<file path="config.mk">
export PLATFORM = sky130hd
export DESIGN_NAME = clock_output_stop_powerdown
export DESIGN_NICKNAME = d
export VERILOG_FILES = /design/src/rtl/level_qualifier.v /design/src/rtl/control_bytes.v /design/src/rtl/clock_output_stop_powerdown.v
export VERILOG_INCLUDE_DIRS = /design/src /design/src/common
export SDC_FILE = /design/constraint.sdc
export NUM_CORES = 1
export LEC_CHECK = 0
export BUFFER_PORTS_ARGS = -buffer_cell sky130_fd_sc_hd__buf_2
export CAP_MARGIN = 40
export CORE_MARGIN = 2
export CORE_UTILIZATION = 45
export CTS_BUF_LIST = sky130_fd_sc_hd__clkbuf_8
export DETAILED_ROUTE_END_ITERATION = 7
export HOLD_SLACK_MARGIN = 0.02
export PLACE_DENSITY = 0.62
export SLEW_MARGIN = 20
export SYNTH_ARGS = -nofsm -noshare
export SYNTH_HDL_FRONTEND = slang
export SYNTH_SLANG_ARGS = --single-unit
export TNS_END_PERCENT = 1
</file>
<file path="constraint.sdc">
create_clock -name clk -period 3.2 [get_ports clk]
set_clock_uncertainty 0.1 [all_clocks]
set_input_delay 0.48 -clock clk [delete_from_list [all_inputs] [get_ports clk]]
set_output_delay 0.48 -clock clk [all_outputs]
set_load 0.02 [all_outputs]
</file>
<file path="src/common/clkctl_defs.vh">
// constants for the differential clock output stop and power-down control
`ifndef CLKCTL_DEFS_VH
`define CLKCTL_DEFS_VH

// register byte offsets
`define OFS_CONTROL       3'h0
`define OFS_OUT_ENABLE    3'h1
`define OFS_STOPPABLE     3'h2
`define OFS_RESERVED      3'h3
`define OFS_VENDOR_REV    3'h4
`define OFS_PART_ID       3'h5
`define OFS_BYTE_COUNT    3'h6

// control byte fields
`define BIT_PD_DRIVE      7
`define BIT_STOP_DRIVE    6

// reset values
`define RST_CONTROL       8'h05
`define RST_OUT_ENABLE    8'hff
`define RST_STOPPABLE     8'h00
`define RST_BYTE_COUNT    8'h07

// timing
`define CLK_MHZ           100
`define LOCK_TIME_US      1000
`define LOCK_CYCLES       (`LOCK_TIME_US * `CLK_MHZ - 64)
`define HALF_PERIOD       4

`endif

</file>
<file path="src/rtl/level_qualifier.v">
// samples an asynchronous level on output-clock ticks and accepts it once stable
module level_qualifier
(
  // clock and reset
  input  wire clk,
  input  wire nrst,
  // sampling
  input  wire tick,
  input  wire din,
  // qualified level
  output reg  level
);

  reg s1;
  reg s2;
  reg s3;

  always @(posedge clk or negedge nrst)
  begin
    if (!nrst)
    begin
      s1    <= 1'b1;
      s2    <= 1'b1;
      s3    <= 1'b1;
      level <= 1'b1;
    end
    else if (tick)
    begin
      s1 <= din;
      s2 <= s1;
      s3 <= s2;
      if (s2 == s3)
        level <= s3;
    end
  end

endmodule // level_qualifier

</file>
<file path="src/rtl/control_bytes.v">
// control byte registers with registered read data
`include "clkctl_defs.vh"

module control_bytes
#(
  parameter [7:0] VENDOR_REV = 8'h3c, // arbitrary value
  parameter [7:0] PART_ID    = 8'h5a  // arbitrary value
)
(
  // clock and reset
  input  wire       clk,
  input  wire       nrst,
  // access port
  input  wire [2:0] reg_addr,
  input  wire [7:0] reg_wdata,
  input  wire       reg_write,
  input  wire       reg_read,
  output reg  [7:0] reg_rdata,
  // fields
  output reg  [7:0] control,
  output reg  [7:0] out_enable,
  output reg  [7:0] stoppable,
  output reg  [7:0] byte_count
);

  reg [7:0] part_identifier;

  always @(posedge clk or negedge nrst)
  begin
    if (!nrst)
    begin
      control         <= `RST_CONTROL;
      out_enable      <= `RST_OUT_ENABLE;
      stoppable       <= `RST_STOPPABLE;
      byte_count      <= `RST_BYTE_COUNT;
      part_identifier <= PART_ID;
      reg_rdata       <= 8'h00;
    end
    else
    begin
      if (reg_write)
      begin
        case (reg_addr)
          `OFS_CONTROL:    control <= reg_wdata;
          `OFS_OUT_ENABLE: out_enable <= reg_wdata;
          `OFS_STOPPABLE:  stoppable <= reg_wdata;
          `OFS_PART_ID:    part_identifier <= reg_wdata;
          `OFS_BYTE_COUNT: byte_count <= reg_wdata;
          default:         ;
        endcase
      end
      if (reg_read)
      begin
        case (reg_addr)
          `OFS_CONTROL:    reg_rdata <= control;
          `OFS_OUT_ENABLE: reg_rdata <= out_enable;
          `OFS_STOPPABLE:  reg_rdata <= stoppable;
          `OFS_VENDOR_REV: reg_rdata <= VENDOR_REV;
          `OFS_PART_ID:    reg_rdata <= part_identifier;
          `OFS_BYTE_COUNT: reg_rdata <= byte_count;
          default:         reg_rdata <= 8'h00;
        endcase
      end
    end
  end

endmodule // control_bytes

</file>
<file path="src/rtl/clock_output_stop_powerdown.v">
// output stop and power-down control of an eight-output differential buffer
//
// Contract
// two low samples park outputs next edge
// powerdown driven mode: true high, complement floats
// powerdown float mode: both legs float
// powerdown async low; park before pll stops
// host asserts powerdown before removing clock
// locked clocks within 1 ms of release
// float mode: drive outputs soon after release
// stop input accepted after two stable samples
// host keeps reference clock when using stop
// stoppable outputs halt after next transition
// stop driven mode: true high, complement floats
// stop float mode: both legs float
// restart together, 2 to 6 periods later
// float mode: drive high within 10 ns
// byte count register, resets to seven
// per-output stoppable bit, resets free-run
// toggle only if register and pin enable
// two-stage synchroniser on complement clock
`include "clkctl_defs.vh"

module clock_output_stop_powerdown
#(
  parameter        LANES       = 8,
  parameter        HALF_PERIOD = `HALF_PERIOD,
  parameter [31:0] LOCK_CYCLES = `LOCK_CYCLES
)
(
  // clock and reset
  input  wire             clk,
  input  wire             nrst,
  // control pins
  input  wire             power_down_n,
  input  wire             output_halt_n,
  input  wire [LANES-1:0] enable_pin,
  input  wire             enable_polarity_invert,
  // register port
  input  wire [2:0]       reg_addr,
  input  wire [7:0]       reg_wdata,
  input  wire             reg_write,
  input  wire             reg_read,
  output wire [7:0]       reg_rdata,
  output reg  [7:0]       readback_length,
  // clock outputs
  output reg  [LANES-1:0] clock_out_true,
  output reg  [LANES-1:0] clock_out_true_oe,
  output reg  [LANES-1:0] clock_out_complement,
  output reg  [LANES-1:0] clock_out_complement_oe,
  output reg              bias_six_times,
  // status
  output reg              pll_run,
  output reg              pll_locked
);

  localparam [1:0] ST_LOCK   = 2'd0;
  localparam [1:0] ST_RUN    = 2'd1;
  localparam [1:0] ST_PARKED = 2'd2;

  wire [7:0] control;
  wire [7:0] out_enable;
  wire [7:0] stoppable;
  wire [7:0] byte_count;
  wire       pd_level;
  wire       halt_level;

  reg  [15:0]      div_cnt;
  reg              phase;
  reg  [1:0]       state;
  reg  [31:0]      lock_cnt;
  reg  [LANES-1:0] stopped;
  reg  [LANES-1:0] next_true;
  reg  [LANES-1:0] next_true_oe;
  reg  [LANES-1:0] next_comp;
  reg  [LANES-1:0] next_comp_oe;
  reg              next_bias;
  integer          i;

  wire phase_en  = (div_cnt == HALF_PERIOD[15:0] - 16'h0001);
  wire comp_rise = phase_en & ~phase;
  wire true_rise = phase_en & phase;
  wire pd_drive_float   = control[`BIT_PD_DRIVE];
  wire stop_drive_float = control[`BIT_STOP_DRIVE];
  wire [LANES-1:0] pin_active = enable_polarity_invert ? enable_pin : ~enable_pin;
  wire [LANES-1:0] lane_enabled = out_enable[LANES-1:0] & pin_active;

  control_bytes regs
  (
    .clk        (clk),
    .nrst       (nrst),
    .reg_addr   (reg_addr),
    .reg_wdata  (reg_wdata),
    .reg_write  (reg_write),
    .reg_read   (reg_read),
    .reg_rdata  (reg_rdata),
    .control    (control),
    .out_enable (out_enable),
    .stoppable  (stoppable),
    .byte_count (byte_count)
  );

  // power-down and stop sampled on complement rising ticks
  level_qualifier pd_sync
  (
    .clk   (clk),
    .nrst  (nrst),
    .tick  (comp_rise),
    .din   (power_down_n),
    .level (pd_level)
  );

  level_qualifier halt_sync
  (
    .clk   (clk),
    .nrst  (nrst),
    .tick  (comp_rise),
    .din   (output_halt_n),
    .level (halt_level)
  );

  // output clock divider, keeps ticking while parked
  always @(posedge clk or negedge nrst)
  begin
    if (!nrst)
    begin
      div_cnt <= 16'h0000;
      phase   <= 1'b0;
    end
    else if (phase_en)
    begin
      div_cnt <= 16'h0000;
      phase   <= ~phase;
    end
    else
      div_cnt <= div_cnt + 16'h0001;
  end

  // power-down sequencing
  always @(posedge clk or negedge nrst)
  begin
    if (!nrst)
    begin
      state      <= ST_LOCK;
      lock_cnt   <= 32'h0;
      pll_run    <= 1'b1;
      pll_locked <= 1'b0;
    end
    else
    begin
      case (state)
        ST_LOCK:
        begin
          if (lock_cnt < LOCK_CYCLES)
            lock_cnt <= lock_cnt + 32'h1;
          else if (true_rise)
          begin
            state      <= ST_RUN;
            pll_locked <= 1'b1;
          end
        end
        ST_RUN:
        begin
          if (!pd_level && true_rise)
          begin
            state      <= ST_PARKED;
            pll_locked <= 1'b0;
          end
        end
        ST_PARKED:
        begin
          pll_run <= 1'b0;
          if (pd_level)
          begin
            state    <= ST_LOCK;
            lock_cnt <= 32'h0;
            pll_run  <= 1'b1;
          end
        end
        default:
          state <= ST_LOCK;
      endcase
    end
  end

  // stop and restart on the true rising edge so lanes stay glitch-free
  always @(posedge clk or negedge nrst)
  begin
    if (!nrst)
      stopped <= {LANES{1'b0}};
    else if (true_rise)
    begin
      if (!halt_level)
        stopped <= stopped | (stoppable[LANES-1:0] & lane_enabled);
      else
        stopped <= {LANES{1'b0}};
    end
  end

  // lane drive
  always @*
  begin
    next_bias = 1'b1;
    for (i = 0; i < LANES; i = i + 1)
    begin
      next_true[i]    = 1'b0;
      next_true_oe[i] = 1'b1;
      next_comp[i]    = 1'b1;
      next_comp_oe[i] = 1'b1;
      if (state == ST_PARKED)
      begin
        next_true[i]    = 1'b1;
        next_true_oe[i] = ~pd_drive_float;
        next_comp[i]    = 1'b0;
        next_comp_oe[i] = 1'b0;
        next_bias       = 1'b0;
      end
      else if (state == ST_LOCK)
      begin
        next_true[i] = 1'b1;
        next_comp[i] = 1'b0;
      end
      else if (stopped[i])
      begin
        next_true[i]    = 1'b1;
        next_true_oe[i] = ~stop_drive_float | output_halt_n;
        next_comp[i]    = 1'b0;
        next_comp_oe[i] = 1'b0;
      end
      else if (lane_enabled[i])
      begin
        next_true[i] = ~phase ^ phase_en;
        next_comp[i] = phase ^ phase_en;
      end
    end
  end

  always @(posedge clk or negedge nrst)
  begin
    if (!nrst)
    begin
      clock_out_true          <= {LANES{1'b0}};
      clock_out_true_oe       <= {LANES{1'b0}};
      clock_out_complement    <= {LANES{1'b0}};
      clock_out_complement_oe <= {LANES{1'b0}};
      bias_six_times          <= 1'b1;
      readback_length         <= `RST_BYTE_COUNT;
    end
    else
    begin
      clock_out_true          <= next_true;
      clock_out_true_oe       <= next_true_oe;
      clock_out_complement    <= next_comp;
      clock_out_complement_oe <= next_comp_oe;
      bias_six_times          <= next_bias;
      readback_length         <= byte_count;
    end
  end

endmodule // clock_output_stop_powerdown

</file>
==> key figures <==
Critical path
  • CP Capture Type: flip-flop
  • FF-to-FF path depth: 5
  • CP peak stage delay: 0.69 ns
  • CP Depth: 5
  • CP max-delay cell: or3_1
  • Critical Path RT: between 3 and 4 ns
  • Crit path cell chain: nor4_1 -> nand3_1 -> or3_1 -> or4_1 -> a21oi_1
  • CP top delay family: simple AND/OR/NAND/NOR gates
  • CP Max Fanout: 26
  • Critical path data arrival time: 2.80 ns
  • Worst setup path class: flip-flop to flip-flop
  • CP Buf/Inv Count: 0
  • Worst Setup Start Kind: flip-flop

Timing
  • Max-slew violation count: 0
  • RSZ-0062 raised after global routing: false
  • Finish-stage setup viols: 0
  • Post-Route Setup TNS: 0 ns
  • Worst-Margin Slew: 0.755 ns
  • Final worst-path cycle share: 79.0%
  • Final worst path period need: 2.53 ns
  • WHS: 0.162 ns
  • Fmax: 396 MHz
  • Final hold violations: 0
  • Relative slew slack: roughly half

Detailed routing
  • Via/cell ratio: between 5 and 6
  • Iter 0 DRT Violations: 248
  • Final wirelength: between 10,000 and 15,000 um
  • Drt pass-1 iters: 4
  • # DRC: 0
  • Avg WL per Cell: 16.5 um
  • Final antenna-violating net count: 0
  • Vias: ~4.4k

Logic synthesis
  • Cells after Synth: 548
  • Largest cells by area after synthesis: dfrtp_1 49%, dfstp_2 12%, mux2_2 9.3%
  • Yosys top cell area share: 48.8%
  • Syn Area/Cell: 12.0 sq um
  • Post-synth cell types: 44
  • Sequential area share after synthesis: 60.8%
  • Synth Register Bits: 158
  • Syn Nets: ~580
  • Ys Warns: 0
  • Top cell type by total area after synthesis: dfrtp_1
  • Post-Syn Area: 6560 sq um

Worst hold path
  • Hold Path Depth: 2
  • Worst Hold Class: primary input to flip-flop

Final layout
  • Fill cell count: between 1k and 1.5k
  • Layout cells sized above 1: 31.2%
  • Layout Cells excl Fill: 821
  • Multi-input logic area: between 2000 and 2500 sq um
  • Commonest cells after routing, fill and taps aside: 128 x dfrtp_1, 75 x buf_2, 54 x mux2_2
  • Most common cell after layout, fill and taps aside: dfrtp_1
  • Layout Nets: 654
  • Synthesis-to-finish area growth: 15.3%
  • # diodes: 0
  • FF/Latch Area: 3990 sq um
  • Design area: 7560 sq um

Placement
  • Placed Cells: just under 800
  • DP Area: 7130 sq um
  • GPL Wtd Cong: 0.819
  • IO buf count: 76
  • Hpwl dp: roughly 9500 um

Power
  • Cell area power density: 578 nW/um^2
  • Total power draw: 4370 uW
  • Worst VDD drop: 0.333 mV
  • Leakage: 0.00334 uW

GRT
  • First-pass GRT wire length: 23,300 um
  • Global Route Usage Sum: around a fifth
  • Pin count of the biggest net entering global routing: between 60 and 70
  • Grt ovf: 0
  • Vias in the first global route: 4,533
  • Antenna violations before repair: 0

Clocking
  • CTS clk-pin slew, worst paths: about 0.08 ns
  • Clk_lat worst skew: 0.45 ns
  • Setup Buffers After CTS: 0
  • Total CTS buffers: 17
  • H-tree Lvls: 4
  • CTS resizes: 0
  • TritonCTS clock tree: built
  • Clock tree sinks: 158
  • Root Buffer: clkbuf_8
  • Max clock buf depth: 2

Run status
  • Status: complete, no violations

Run
  • Max_cap viols: 0

Floorplanning
  • I/O Pins: 77
  • DIE HEIGHT: approximately 120 um
  • Core area: 14,400 sq um
  • Die width: 125 um
  • Std cell rows: 44
  • Starting density of the core: 45.7%
  • Die area: between 15,000 and 20,000 sq um
==> where the power goes <==
| group | switching (uW) | internal, uW | total, uW | leakage [uW] |
|---|---|---|---|---|
| clock network | 715 | 827 | 1540 | 0.000221 |
| logic | 241 | 222 | 464 | 0.00124 |
| registers | 131 | 2230 | 2360 | 0.00188 |
| total | 1090 | 3280 | 4370 | 0.00334 |
==> layer usage <==
layer,part of all wire (%),up-vias,GRT usage [%]
met5,0,-,0
met4,2.3,0,8.20
met3,4.1,19,4.51
met2,45,107,28.1
met1,48,2174,26.4
li1,-,2062,-
==> per-stage QoR <==
stage	util, %	setup slack [ns]
4_1_cts	52.6	0.651
6_report	52.6	0.673
3_3_place_gp	49.6	0.681
3_5_place_dp	49.6	0.599
2_1_floorplan	-	0.804
5_1_grt	52.6	0.448
==> cell usage after synthesis <==
cell	instances
a211oi_1	8
a21o_1	9
a21oi_1	38
a22oi_1	4
a31oi_1	8
a32o_1	1
and2_1	26
and3_1	5
and4_1	2
buf_1	6
buf_2	2
buf_6	1
clkbuf_1	18
dfrtp_1	128
dfstp_2	30
ha_1	4
inv_1	18
mux2_2	54
mux2i_1	8
nand2_1	26
nand2b_1	10
nand3_1	19
nand3b_1	3
nand4_1	8
nor2_1	35
nor2b_1	3
nor3_1	4
nor4_1	10
nor4_2	1
nor4b_1	2
nor4b_2	1
nor4bb_1	1
o211ai_1	1
o21a_1	1
o21ai_0	10
o21ai_1	1
o22ai_1	1
o31ai_1	1
o41ai_1	1
or3_1	7
or4_1	2
or4b_1	2
xnor2_1	24
xor2_1	4
==> worst register-to-register path, stage by stage, from the launching register on <==
cell and delay (ns):
dfrtp_1 0.38, nor4_1 0.28, nand3_1 0.22, or3_1 0.69
or4_1 0.61, a21oi_1 0.16
==> path summary, 6_finish.rpt <==
check / startpoint / end / slack, ns
worst max-delay path: lock_cnt[22]$_DFFE_PN0P_ / lock_cnt[15]$_DFFE_PN0P_ / 0.67
worst min-delay path: power_down_n / pd_sync.s1$_DFFE_PN1P_ / 0.16
worst max register to register: lock_cnt[22]$_DFFE_PN0P_ / lock_cnt[15]$_DFFE_PN0P_ / 0.67
worst min register to register: regs.byte_count[2]$_DFFE_PN1P_ / readback_length[2]$_DFF_PN1_ / 0.28
max in group asynchronous: nrst / regs.out_enable[2]$_DFFE_PN1P_ / 1.64
min in group asynchronous: nrst / lock_cnt[3]$_DFFE_PN0P_ / 0.46
==> cells by family after synthesis <==
logic type | count (synthesis) | synth area share, %
compound gates | 84 | 7.63
xor+xnor | 28 | 3.74
fa+ha+maj | 4 | 0.763
buf+inv | 45 | 2.73
flops | 158 | 60.8
mux | 62 | 10.5
simple gates | 167 | 13.8
==> layout make-up <==
cell class | instances | area share [%]
inverter | 18 | 0.893
sequential | 158 | 52.8
multi-input combinational | 345 | 31.6
clock buffer | 20 | 3.64
tap | 184 | 3.04
clock inverter | 12 | 1.94
timing repair buffer | 84 | 6.11
==> registers in the layout, summed over array words and instances, names as in the netlist, 2 cells and up <==
| register | flops |
|---|---|
| div_cnt | 16 |
| state | 2 |
| regs.part_identifier | 8 |
| regs.reg_rdata | 8 |
| regs.control | 8 |
| lock_cnt | 32 |
| regs.stoppable | 8 |
| clock_out_true_oe | 8 |
| regs.out_enable | 8 |
| regs.byte_count | 8 |
| readback_length | 8 |
| stopped | 8 |
| clock_out_true | 8 |
| clock_out_complement_oe | 8 |
| clock_out_complement | 8 |
==> what timing repair did <==
| item | 4_1_cts | 5_1_grt |
|---|---|---|
| endpoints found under the hold margin | 53 | 0 |
| setup endpoints to repair | 0 | 0 |
| hold buffers | 1 | 0 |
Note: power is estimated with default switching activity, not from simulation.
